[config.mk]
export PLATFORM = sky130hd
export DESIGN_NAME = fle8_entry
export DESIGN_NICKNAME = d
export VERILOG_FILES = /design/src/hdl/fle8_pkg.sv /design/src/hdl/fle8_entry.sv
export VERILOG_INCLUDE_DIRS = /design/src /design/src/hdl
export SDC_FILE = /design/constraint.sdc
export NUM_CORES = 1
export LEC_CHECK = 0
export BUFFER_PORTS_ARGS = -buffer_cell sky130_fd_sc_hd__buf_2
export CELL_PAD_IN_SITES_DETAIL_PLACEMENT = 1
export CELL_PAD_IN_SITES_GLOBAL_PLACEMENT = 1
export CORE_UTILIZATION = 39
export CTS_CLUSTER_DIAMETER = 80
export DETAILED_ROUTE_END_ITERATION = 10
export GPL_ROUTABILITY_DRIVEN = 0
export PLACE_DENSITY = 0.8
export SETUP_SLACK_MARGIN = 0.02
export SLEW_MARGIN = 25
export SYNTH_ARGS = -nofsm -noshare
export SYNTH_HDL_FRONTEND = slang
export SYNTH_SLANG_ARGS = --single-unit
[constraint.sdc]
create_clock -name sys_clk -period 3.5 [get_ports sys_clk]
set_clock_uncertainty 0.15 [all_clocks]
set_input_delay 0.7 -clock sys_clk [delete_from_list [all_inputs] [get_ports sys_clk]]
set_output_delay 0.7 -clock sys_clk [all_outputs]
set_load 0.05 [all_outputs]
[src/hdl/fle8_regs.svh]
// Purpose: offsets, reset values and field positions for lookup entry eight
// Assumes: byte-wide host register port
// Notes: definitions only
`ifndef FLE8_REGS_SVH
`define FLE8_REGS_SVH
`define FLE8_ADDR_THRESHOLD 8'h5e
`define FLE8_ADDR_DUTY 8'h5f
`define FLE8_RST_THRESHOLD 8'h7f
`define FLE8_RST_DUTY 8'h3f
`define FLE8_THR_TOP 7
`define FLE8_DUTY_EXT_HI 7
`define FLE8_DUTY_EXT_LO 6
`define FLE8_ZERO2 2'h0
`define FLE8_ZERO1 1'h0
`define FLE8_THR_LOW_HI 6
`define FLE8_DUTY_BASE_HI 5
`define FLE8_FIELD_LO 0
`define FLE8_TEMP_HI 8
`define FLE8_TEMP_WHOLE_LO 1
`define FLE8_RD_IDLE 8'h00
`endif

[src/hdl/fle8_pkg.sv]
// Purpose: types for lookup entry eight
// Assumes: none
// Notes: host access travels as one struct
package fle8_pkg;
  typedef struct packed {
    logic wrEn;
    logic rdEn;
    logic [7:0] addr;
    logic [7:0] wrData;
  } fle8_hostreq_t;
  typedef struct packed {
    logic thrHighRes;
    logic dutyHighRes;
    logic pwmFreqFast;
    logic tableWriteEnable;
  } fle8_mode_t;
endpackage : fle8_pkg

[src/hdl/fle8_entry.sv]
// What this block does
// - in low resolution threshold mode the top threshold bit ignores writes and reads zero.
// - in high resolution threshold mode the top bit joins the low seven bits to form the threshold.
// - the threshold spans 0 to 127.5 degrees in half steps (high res) or 0 to 127 in whole steps (low res).
// - when remote temperature is strictly above the threshold entryActive is set at the next clock; entryDuty carries the duty whatever the compare.
// - the compare uses nine reading bits in high resolution and eight in low resolution.
// - thresholds are always non-negative, sign bit taken as zero.
// - the table temperature offset is added to the programmed threshold.
// - in low resolution duty mode the two top duty bits are unused and read zero.
// - in high resolution duty mode the two top bits join the low six bits into an eight-bit duty.
// - the duty extension bits act only when the fast pwm frequency is selected.
// - in low resolution duty mode the low six bits alone give the duty, reset value all ones.
// Purpose: lookup table entry eight, threshold and duty registers with compare
// Assumes: remoteTemp is unsigned, half-degree lsb at bit 0, bit 9 never compared
// Assumes: offset in whole degrees
// Notes: read data registered one cycle after rdEn
`timescale 1ns/1ps
`include "fle8_regs.svh"
module fle8_entry (
  input wire logic sys_clk,
  input wire logic sys_rst,
  input wire fle8_pkg::fle8_hostreq_t hostReq,
  input wire fle8_pkg::fle8_mode_t mode,
  input wire logic [7:0] tableTempOffset,
  input wire logic [9:0] remoteTemp,
  output logic [7:0] rdData,
  output logic entryActive,
  output logic [7:0] entryDuty
);
  import fle8_pkg::*;

  // ---------------------------------------
  // host address decode
  // ---------------------------------------
  logic hitThr;
  logic hitDuty;
  logic hitAny;

  assign hitThr = (hostReq.addr == `FLE8_ADDR_THRESHOLD);
  assign hitDuty = (hostReq.addr == `FLE8_ADDR_DUTY);
  assign hitAny = hitThr | hitDuty;

  // ---------------------------------------
  // write qualify
  // ---------------------------------------
  logic wrAllowed;
  logic wrThr;
  logic wrDuty;

  assign wrAllowed = hostReq.wrEn & mode.tableWriteEnable;
  assign wrThr = wrAllowed & hitThr;
  assign wrDuty = wrAllowed & hitDuty;

  // ---------------------------------------
  // threshold write fields
  // ---------------------------------------
  logic wrThrTop;
  logic [6:0] wrThrLow;
  logic [7:0] next_threshold;

  assign wrThrTop = hostReq.wrData[`FLE8_THR_TOP] & mode.thrHighRes;
  assign wrThrLow = hostReq.wrData[`FLE8_THR_LOW_HI:`FLE8_FIELD_LO];
  assign next_threshold = {wrThrTop, wrThrLow};

  // ---------------------------------------
  // threshold storage
  // ---------------------------------------
  logic [7:0] thresholdReg;

  always_ff @(posedge sys_clk or posedge sys_rst) begin
    if (sys_rst) begin
      thresholdReg <= `FLE8_RST_THRESHOLD;
    end else if (wrThr) begin
      thresholdReg <= next_threshold;
    end
  end

  // ---------------------------------------
  // duty write fields
  // ---------------------------------------
  logic [1:0] wrDutyExt;
  logic [5:0] wrDutyBase;
  logic [7:0] next_duty;

  assign wrDutyExt = hostReq.wrData[`FLE8_DUTY_EXT_HI:`FLE8_DUTY_EXT_LO];
  assign wrDutyBase = hostReq.wrData[`FLE8_DUTY_BASE_HI:`FLE8_FIELD_LO];
  assign next_duty = {wrDutyExt, wrDutyBase};

  // ---------------------------------------
  // duty storage
  // ---------------------------------------
  logic [7:0] dutyReg;

  always_ff @(posedge sys_clk or posedge sys_rst) begin
    if (sys_rst) begin
      dutyReg <= `FLE8_RST_DUTY;
    end else if (wrDuty) begin
      dutyReg <= next_duty;
    end
  end

  // ---------------------------------------
  // stored fields
  // ---------------------------------------
  logic thresholdTopBit;
  logic [6:0] thresholdLowBits;
  logic [1:0] dutyExtensionBits;
  logic [5:0] dutyBaseBits;

  assign thresholdTopBit = thresholdReg[`FLE8_THR_TOP] & mode.thrHighRes;
  assign thresholdLowBits = thresholdReg[`FLE8_THR_LOW_HI:`FLE8_FIELD_LO];
  assign dutyExtensionBits = dutyReg[`FLE8_DUTY_EXT_HI:`FLE8_DUTY_EXT_LO];
  assign dutyBaseBits = dutyReg[`FLE8_DUTY_BASE_HI:`FLE8_FIELD_LO];

  // ---------------------------------------
  // read views
  // ---------------------------------------
  logic [7:0] thresholdView;
  logic [1:0] dutyViewExt;
  logic [7:0] dutyView;

  assign thresholdView = {thresholdTopBit, thresholdLowBits};
  assign dutyViewExt = mode.dutyHighRes ? dutyExtensionBits : `FLE8_ZERO2;
  assign dutyView = {dutyViewExt, dutyBaseBits};

  // ---------------------------------------
  // read select
  // ---------------------------------------
  logic [7:0] mappedData;
  logic [7:0] next_rdData;

  assign mappedData = hitThr ? thresholdView : dutyView;
  assign next_rdData = hitAny ? mappedData : `FLE8_RD_IDLE;

  // ---------------------------------------
  // read data register
  // ---------------------------------------
  always_ff @(posedge sys_clk or posedge sys_rst) begin
    if (sys_rst) begin
      rdData <= `FLE8_RD_IDLE;
    end else if (hostReq.rdEn) begin
      rdData <= next_rdData;
    end
  end

  // ---------------------------------------
  // threshold in half degrees
  // ---------------------------------------
  logic [8:0] thrHalfHigh;
  logic [8:0] thrHalfLow;
  logic [8:0] thrHalf;

  assign thrHalfHigh = {`FLE8_ZERO1, thresholdView};
  assign thrHalfLow = {`FLE8_ZERO1, thresholdLowBits, `FLE8_ZERO1};
  assign thrHalf = mode.thrHighRes ? thrHalfHigh : thrHalfLow;

  // ---------------------------------------
  // table offset
  // ---------------------------------------
  logic [9:0] offsetHalf;
  logic [9:0] thrTotal;

  assign offsetHalf = {`FLE8_ZERO1, tableTempOffset, `FLE8_ZERO1};
  assign thrTotal = {`FLE8_ZERO1, thrHalf} + offsetHalf;

  // ---------------------------------------
  // reading select
  // ---------------------------------------
  logic [8:0] tempHigh;
  logic [7:0] tempWhole;
  logic [9:0] tempHighExt;
  logic [9:0] tempLowExt;
  logic [9:0] tempUsed;

  assign tempHigh = remoteTemp[`FLE8_TEMP_HI:`FLE8_FIELD_LO];
  assign tempWhole = remoteTemp[`FLE8_TEMP_HI:`FLE8_TEMP_WHOLE_LO];
  assign tempHighExt = {`FLE8_ZERO1, tempHigh};
  assign tempLowExt = {`FLE8_ZERO1, tempWhole, `FLE8_ZERO1};
  assign tempUsed = mode.thrHighRes ? tempHighExt : tempLowExt;

  // ---------------------------------------
  // compare
  // ---------------------------------------
  logic next_entryActive;

  assign next_entryActive = (tempUsed > thrTotal);

  // ---------------------------------------
  // duty select
  // ---------------------------------------
  logic extUsable;
  logic [1:0] activeExt;
  logic [7:0] next_entryDuty;

  assign extUsable = mode.dutyHighRes & mode.pwmFreqFast;
  assign activeExt = extUsable ? dutyExtensionBits : `FLE8_ZERO2;
  assign next_entryDuty = {activeExt, dutyBaseBits};

  // ---------------------------------------
  // compare result register
  // ---------------------------------------
  always_ff @(posedge sys_clk or posedge sys_rst) begin
    if (sys_rst) begin
      entryActive <= `FLE8_ZERO1;
    end else begin
      entryActive <= next_entryActive;
    end
  end

  // ---------------------------------------
  // duty output register
  // ---------------------------------------
  always_ff @(posedge sys_clk or posedge sys_rst) begin
    if (sys_rst) begin
      entryDuty <= `FLE8_RST_DUTY;
    end else begin
      entryDuty <= next_entryDuty;
    end
  end
endmodule : fle8_entry

[Word level (Yosys, flattened, before mapping)]
Cells that the tools add are included.
Widths: inputs -> output; s select.
Word-level totals
  flip-flop bits (word level): 33
  logic and storage cells: 22
  input port bits: 42
  output and inout port bits: 17
Cells by class
  bitwise gates (word level): 7
  equal/unequal tests: 2
  muxes and demuxes: 6
  add/sub/neg operators: 1
  order comparisons: 1
Operators by type and width (number)
  $mux 8: 3
  $eq 8x7->1 const B: 2
  $add 8x9->10: 1
  $gt 9x10->1: 1
  $and 1x1->1: 6
  $mux 2: 2
  $mux 1: 1
  $or 1x1->1: 1

[Longest topological paths before layout]
Gate-level depths: netlist of run 1.
  depth in word-level cells: 4
  gate-level depth with buffers: 15
  mapped depth without buffers: 14

[Worst setup path after synthesis of run 1]
No wires, ideal clock.
  kind: input to register
  from: in mode[3] (netlist bit)
  to: reg entryActive
  path slack: -201 ps
  buffers on the path: 1
  stages on the path: 15
  required time: 3226 ps
  data arrival time: 3427 ps
  setup time: 124 ps
  cell sequence: clkbuf_1 > mux2_2 > ha_1 > inv_1 > fa_1 > nand2b_1 > a21boi_0 > o21ai_0 > a21oi_1 > xnor2_1 > ha_1 > a2111oi_0 > o21ai_0 > o22ai_1 > nor3_1
On the way
  word-level cells in the longest chain between the ends: 4
  elaborated cells on any way between the ends: 5
  classes of those cells: 1 x add/sub; 1 x order compare; 2 x mux; 1 x bitwise
RTL lines
  start: declaration: RTL line fle8_entry.sv:23  | input wire fle8_pkg::fle8_mode_t mode,
  $and 1x1->1: RTL line fle8_entry.sv:110  | assign thresholdTopBit = thresholdReg[`FLE8_THR_TOP] & mode.thrHighRes;
  $mux 8: RTL line fle8_entry.sv:155  | assign thrHalf = mode.thrHighRes ? thrHalfHigh : thrHalfLow;
  $add 8x9->10: RTL line fle8_entry.sv:164  | assign thrTotal = {`FLE8_ZERO1, thrHalf} + offsetHalf;
  $gt 9x10->1 *: RTL line fle8_entry.sv:186  | assign next_entryActive = (tempUsed > thrTotal);
  net next_entryActive: RTL line fle8_entry.sv:184  | logic next_entryActive;
  end signal: assignment: RTL line fle8_entry.sv:204  | entryActive <= `FLE8_ZERO1;
  end signal: assignment: RTL line fle8_entry.sv:206  | entryActive <= next_entryActive;
  end: declaration: RTL line fle8_entry.sv:27  | output logic entryActive,
Mark *: on every way through the listed nets, which the timed path passes. The rest lies on a longest branch.
A chain may end at the register's enable or synchronous reset.

[Worst setup path after layout of run 1]
Ends and elaborated chain as after synthesis.

==> results.tsv, run 1 <==
stage	metric	value	unit
worst_setup_path	CP Capture Type	register	
clocking	clk buf depth	2	
worst_setup_path	Bufs and invs on worst path	2	
timing	setup TNS	0	ns
cells_and_area	Non-Filler Instances	304	
worst_setup_path	crit start category	primary input	
placement	dpl ws	-0.1742	ns
flow_run	max cap viols	0	
hold_path	worst hold endpoint	entryDuty[4]	
worst_setup_path	kind of critical path	in -> reg	
die	die area	5199	um^2
grt	GR Overflow Total	0	
timing	worst-margin pin slew	0.5178	ns
cells_and_area	share of cells above drive strength 1	49.37	%
clocking	hold buffers post-CTS	0	
synthesis	Synth Cell Area	1917	um^2
synthesis	count of cell types in the netlist	36	
die	die height	72.11	um
placement	placed insts	296	
timing	Achievable Freq	301.7	MHz
timing	Final Hold Viols	0	
cells_and_area	nets	295	
cells_and_area	Layout area overhead	26.76	%
clocking	clock latency on the worst-skew pair	0.28	ns
synthesis	sequential area share after synthesis	44.32	%
grt	GRT Overall Usage	18.11	%
placement	placed cell area	2330	um^2
worst_setup_path	family with the most delay on the worst path	compound AO/OA/AOI/OAI gates	
grt	routing usage on met1	22.86	%
die	# rows	25	
synthesis	Gate Count Post-Synth	167	
hold_path	hold_sp	dutyReg[4]	
grt	vias in the first global route	1552	
synthesis	Post-synth EDFFs	0	
power	VDD IR-drop max	0.0001447	V
synthesis	Mean Syn Cell Area	11.48	um^2
worst_setup_path	stages on the worst setup path	15	
clocking	TritonCTS clock tree	built	
timing	Slew headroom	65.43	%
clocking	clock root buffer	clkbuf_8	
die	IO Pins	59	
worst_setup_path	worst r2r path cells	14	
worst_setup_path	cells along the critical path	buf_2 > mux2_2 > ha_1 > inv_1 > fa_2 > nand2b_1 > a21boi_1 > o21ai_1 > a21oi_2 > xnor2_1 > ha_1 > a2111oi_2 > o21ai_1 > o22ai_1 > nor3_1	
detailed_routing	final WL	4.272	mm
placement	Detail Placement HPWL	3.572	mm
cells_and_area	post-route cell area	2430	um^2
worst_setup_path	reg-to-reg slack, setup	0.23	ns
die	Die W	72.11	um
timing	fin crit share	94.70	%
grt	grt met2 use	31.15	%
detailed_routing	vias per cell	4.806	
grt	first-pass GRT wire length	7.155	mm
timing	final setup fails	0	
worst_setup_path	RR Endpoint	entryActive	
cells_and_area	diode count	0	
grt	global-route met3 utilization	3.056	%
clocking	H-tree depth	2	
die	starting density of the core	40.58	%
detailed_routing	total number of vias	1461	
clocking	Clock Pin Slew Worst Setup and Hold Paths	0.06	ns
worst_setup_path	Worst EP arrival	3.33	ns
timing	min cycle time layout	3.314	ns
worst_setup_path	slowest CP cell	a2111oi_2	
power	P_leak	1.160	nW
die	core area	4723	um^2
hold_path	Hold Path Class	reg -> reg	
grt	initial antenna violation count	0	
clocking	Post-CTS Setup Repair Bufs	0	
worst_setup_path	CP required	3.52	ns
timing	Slew Limit Fails	0	
run_status	run status	finished clean	
synthesis	flops & latches, synth	33	
detailed_routing	# DRC	0	
detailed_routing	drt wl/cell	14.05	um
worst_setup_path	CP max stage delay	0.35	ns
power	Power Density	340.1	nW/um^2
synthesis	Synthesized Nets	226	
synthesis	Post-synth ARST share	100.0	%
worst_setup_path	Reg2Reg Launch Point	thresholdReg[0]	
hold_path	hold path depth	0	
synthesis	Ys Warns	0	
clocking	CTS buffer count	5	
timing	slack of the critical path	0.1856	ns
detailed_routing	first-pass iteration count of the detailed router	2	
worst_setup_path	worst-path maximum fanout	4	
detailed_routing	Final ANT Viol Nets	0	
detailed_routing	Initial DRC Count	40	
placement	IO Port Bufs	57	
synthesis	ys flop type	dfstp_2	
clocking	clk sinks	33	
grt	pin count of the biggest net entering global routing	27	
grt	GRT busiest layer	met2	
power	Total Power	0.8263	mW
registers in the layout (all words and copies together), names as in the netlist:
name / count
thresholdReg: 8
entryActive: 1
rdData: 8
dutyReg: 8
entryDuty: 8
power by group:
part	switching (mW)	internal (mW)	leakage (nW)
Combinational	0.0755	0.0599	0.729
Clock	0.129	0.160	0.0455
Sequential	0.00578	0.396	0.385
Total	0.210	0.616	1.16
timing repair:
action	CTS	global route
resized for setup	0	3
endpoints found under the hold margin	0	0
endpoints found under the setup margin	0	1
worst reg2reg max path: cells and delay by family, from the launching register on:
kind / cells / cell delay [ns]
adders and majority gates: 3 / 0.78
muxes: 1 / 0.16
and+or+nand+nor: 2 / 0.23
AOI/OAI and AO/OA: 6 / 1.08
xor gates and xnor gates: 1 / 0.14
buffers and inverters: 1 / 0.06
DFF: 1 / 0.56
cell usage after synthesis (2+ instances only):
cell type,instances,area share (%)
a21oi_1,6,1.6
and3_1,3,0.98
dfrtp_1,14,18
dfstp_2,19,26
ha_1,16,10
inv_1,18,3.5
mux2_1,3,1.8
mux2_2,19,11
mux2i_1,8,4.2
nand2_1,7,1.4
nand2b_1,2,0.65
nand3_1,4,1.0
nor2_1,4,0.78
nor2b_1,2,0.65
nor3_1,2,0.52
o21ai_0,8,2.1
o22ai_1,9,2.9
xnor2_1,3,1.4
xor2_1,3,1.4
metrics by stage:
step / hold WS (ns) / utilization (%)
after floorplan: 0.2085 / -
after global placement: 0.2111 / 49.32
after detailed placement: 0.2132 / 49.32
after CTS: 0.2190 / 51.23
after global routing: 0.2321 / 51.44
final: 0.2229 / 51.44
metal layers:
metal | up-vias | wire length (um)
met2 | 43 | 2099
li1 | 729 | -
met1 | 682 | 1935
met3 | 7 | 171
met5 | - | 0
met4 | 0 | 66
area by class of cell:
type | instances | area [um^2]
Sequential cell | 33 | 849.6
Fill cell | 539 | 2293
Multi-Input combinational cell | 113 | 993.5
Clock buffer | 8 | 90.09
Timing Repair Buffer | 65 | 345.3
Tap cell | 67 | 83.83
Inverter | 18 | 67.56
logic make-up (layout without fill, tap and decap cells):
logic type | Yosys count | in the layout | synth area share, %
flip-flops | 33 | 33 | 44.32
AND/OR/NAND/NOR | 32 | 32 | 11.23
multiplexers | 30 | 30 | 17.10
AO/OA/AOI/OAI | 28 | 28 | 8.617
buffers and inverters | 21 | 91 | 4.503
adder cells (fa/ha/maj) | 17 | 17 | 11.49
XOR/XNOR | 6 | 6 | 2.742
worst max-delay path by stage:
stage / endpoint / startpoint
5_1_grt: entryActive / mode[3]
4_1_cts: entryActive / mode[3]
3_3_place_gp: entryActive / mode[3]
2_1_floorplan: entryActive / mode[3]
3_5_place_dp: entryActive / mode[3]
6_report: entryActive / mode[3]
placed cells by master, fill, tap and decap left out, drive strengths merged:
cell type  netlist  routed
a2111oi          1       1
a21boi           1       1
a21o             1       1
a21oi            6       6
and2             1       1
and2b            1       1
and3             3       3
and4             1       1
buf              2      65
clkbuf           1       8
dfrtp           14      14
dfstp           19      19
fa               1       1
ha              16      16
inv             18      18
mux2            22      22
mux2i            8       8
nand2            7       7
nand2b           2       2
nand3            5       5
nand4            2       2
nor2             5       5
nor2b            2       2
nor3             2       2
nor4bb           1       1
o211ai           1       1
o21ai            8       8
o21bai           1       1
o22ai            9       9
xnor2            3       3
xor2             3       3
Note: power is estimated with default switching activity, not from simulation.
==> run 2, diff against run 1 <==
--- a/config.mk
+++ b/config.mk
@@ -9,11 +9,11 @@
 export BUFFER_PORTS_ARGS = -buffer_cell sky130_fd_sc_hd__buf_2
 export CELL_PAD_IN_SITES_DETAIL_PLACEMENT = 1
 export CELL_PAD_IN_SITES_GLOBAL_PLACEMENT = 1
-export CORE_UTILIZATION = 39
+export CORE_UTILIZATION = 42
 export CTS_CLUSTER_DIAMETER = 80
 export DETAILED_ROUTE_END_ITERATION = 10
 export GPL_ROUTABILITY_DRIVEN = 0
-export PLACE_DENSITY = 0.8
+export PLACE_DENSITY = 0.85
 export SETUP_SLACK_MARGIN = 0.02
 export SLEW_MARGIN = 25
 export SYNTH_ARGS = -nofsm -noshare
==> constraint.sdc (replaced) <==
create_clock -name sys_clk -period 4.31 [get_ports sys_clk]
set_clock_uncertainty 0.15 [all_clocks]
set_input_delay 0.862 -clock sys_clk [delete_from_list [all_inputs] [get_ports sys_clk]]
set_output_delay 0.862 -clock sys_clk [all_outputs]
set_load 0.05 [all_outputs]
==> results.tsv, run 2 (synthesized netlist as in run 1, its figures left out) <==
stage	metric	value	unit	change
grt	GR Overflow Total	0		unchanged
timing	fin crit share	88.72	%	
detailed_routing	# DRC	0		unchanged
timing	final setup fails	0		unchanged
die	# rows	24		-4.0%
power	P_leak	1.130	nW	-2.6%
cells_and_area	diode count	0		unchanged
worst_setup_path	slowest CP cell	fa_1		
worst_setup_path	CP Capture Type	register		
worst_setup_path	Worst EP arrival	3.85	ns	+0.52 ns
timing	Final Hold Viols	0		unchanged
detailed_routing	total number of vias	1489		+1.9%
worst_setup_path	Critical path origin	mode[3]		
power	VDD IR-drop max	0.0001334	V	-7.8%
flow_run	max cap viols	0		unchanged
timing	RSZ-0062 raised after global routing	false		
power	Power Density	281.2	nW/um^2	-17%
detailed_routing	Initial DRC Count	127		+220%
detailed_routing	drt wl/cell	16.07	um	+14%
worst_setup_path	worst-path maximum fanout	6		+2
clocking	clk sinks	33		unchanged
worst_setup_path	CP required	4.34	ns	+0.82 ns
clocking	Post-CTS Setup Repair Bufs	0		unchanged
grt	pin count of the biggest net entering global routing	34		+26%
cells_and_area	commonest cells after routing, fill and taps aside	57 x buf_2, 19 x mux2_2, 19 x dfstp_2		
clocking	hold buffers post-CTS	0		unchanged
detailed_routing	first-pass iteration count of the detailed router	4		+2
clocking	CTS buffer count	5		unchanged
worst_setup_path	CP max stage delay	0.40	ns	+0.05 ns
hold_path	Hold Path Class	reg -> reg		
clocking	post-CTS sizing	0		unchanged
clocking	clock latency on the worst-skew pair	0.29	ns	about the same
worst_setup_path	cells along the critical path	buf_2 > mux2_2 > ha_1 > inv_1 > fa_1 > nand2b_1 > a21boi_0 > o21ai_0 > a21oi_1 > xnor2_1 > ha_1 > a2111oi_0 > o21ai_0 > o22ai_1 > nor3_1		
worst_setup_path	stages on the worst setup path	15		unchanged
hold_path	hold path depth	0		unchanged
die	die height	69.56	um	-3.5%
timing	setup TNS	0	ns	unchanged
worst_setup_path	Bufs and invs on worst path	2		unchanged
timing	Slew Limit Fails	0		unchanged
timing	min cycle time layout	3.824	ns	
run_status	run status	finished clean		
die	core area	4384	um^2	-7.2%
die	die area	4838	um^2	-6.9%
cells_and_area	share of cells above drive strength 1	47.19	%	-2.2 points
die	Die W	69.56	um	-3.5%
clocking	Clock Pin Slew Worst Setup and Hold Paths	0.07	ns	about the same
worst_setup_path	crit start category	primary input		
timing	Slew headroom	71.87	%	+6.4 points
placement	Detail Placement HPWL	3.688	mm	+3.2%
clocking	TritonCTS clock tree	built		
die	IO Pins	59		unchanged
clocking	H-tree depth	2		unchanged
placement	IO Port Bufs	57		unchanged
clocking	clk buf depth	2		unchanged
detailed_routing	Final ANT Viol Nets	0		unchanged
grt	GRT Overall Usage	20.74	%	+2.6 points
grt	first-pass GRT wire length	7.741	mm	+8.2%
grt	vias in the first global route	1675		+7.9%
cells_and_area	nets	289		-2.0%
clocking	clock root buffer	clkbuf_8		
worst_setup_path	Reg2Reg Launch Point	thresholdReg[1]		
cells_and_area	Layout area overhead	22.58	%	
die	starting density of the core	43.72	%	+3.1 points
grt	initial antenna violation count	0		unchanged
timing	Achievable Freq	261.5	MHz	
detailed_routing	final WL	4.547	mm	+6.4%
power	Total Power	0.6608	mW	-20%
worst_setup_path	kind of critical path	in -> reg		
hold_path	hold_sp	dutyReg[3]		
timing	worst-margin pin slew	0.4220	ns	-0.09580 ns
cells_and_area	commonest non-fill, non-tap cell in the layout	buf_2		
worst_setup_path	family with the most delay on the worst path	compound AO/OA/AOI/OAI gates		
detailed_routing	vias per cell	5.261		+9.5%
worst_setup_path	worst r2r path cells	14		unchanged
## run 2: power by group
group / switching (mW) / leakage (nW) / internal (mW) / total [mW]
Clock: 0.118 / 0.0439 / 0.111 / 0.229
Combinational: 0.0611 / 0.701 / 0.0446 / 0.106
Sequential: 0.00479 / 0.385 / 0.321 / 0.326
Total: 0.184 / 1.13 / 0.477 / 0.661
## run 2: area by class of cell
type	instances	area, um^2
Fill cell	494	2034
Clock inverter	3	17.52
Sequential cell	33	849.6
Multi-Input combinational cell	113	980.9
Tap cell	52	65.06
Clock buffer	5	68.82
Timing Repair Buffer	59	300.3
Inverter	18	67.56
## run 2: per-stage QoR
step | utilization, % | area, um^2 | instances | hold slack [ns] | setup WS (ns)
2_1_floorplan | - | 1917 | 167 | 0.2085 | 0.4468
3_3_place_gp | 51.63 | 2263 | 275 | 0.2127 | 0.3018
3_5_place_dp | 51.63 | 2263 | 275 | 0.2172 | 0.2431
4_1_cts | 53.60 | 2350 | 283 | 0.2266 | 0.5117
5_1_grt | 53.60 | 2350 | 283 | 0.2314 | 0.3475
6_report | 53.60 | 2350 | 283 | 0.2252 | 0.4863
## run 2: worst register-to-register path, stage by stage, from the launching register on
cell       delay, ns
dfstp_2         0.57
mux2_2          0.17
ha_1            0.17
inv_1           0.06
fa_1            0.40
nand2b_1        0.16
a21boi_0        0.23
o21ai_0         0.16
a21oi_1         0.20
xnor2_1         0.14
ha_1            0.27
a2111oi_0       0.37
o21ai_0         0.16
o22ai_1         0.17
nor3_1          0.08
## run 2: path summary, 6_finish.rpt
kind / to / slack [ns]
worst max-delay path: entryActive / 0.49
worst min-delay path: entryDuty[3] / 0.23
worst max register to register: entryActive / 0.73
worst min register to register: entryDuty[3] / 0.23
max in group asynchronous: thresholdReg[5] / 3.19
min in group asynchronous: rdData[0] / 0.49
## run 2: per-layer routing
layer | vias to the layer above | global-route usage (%) | part of all wire (%)
li1 | 715 | - | -
met1 | 718 | 22.82 | 41
met2 | 47 | 38.40 | 53
met3 | 9 | 4.506 | 3.8
met4 | 0 | 8.163 | 2.0
met5 | - | 0 | 0
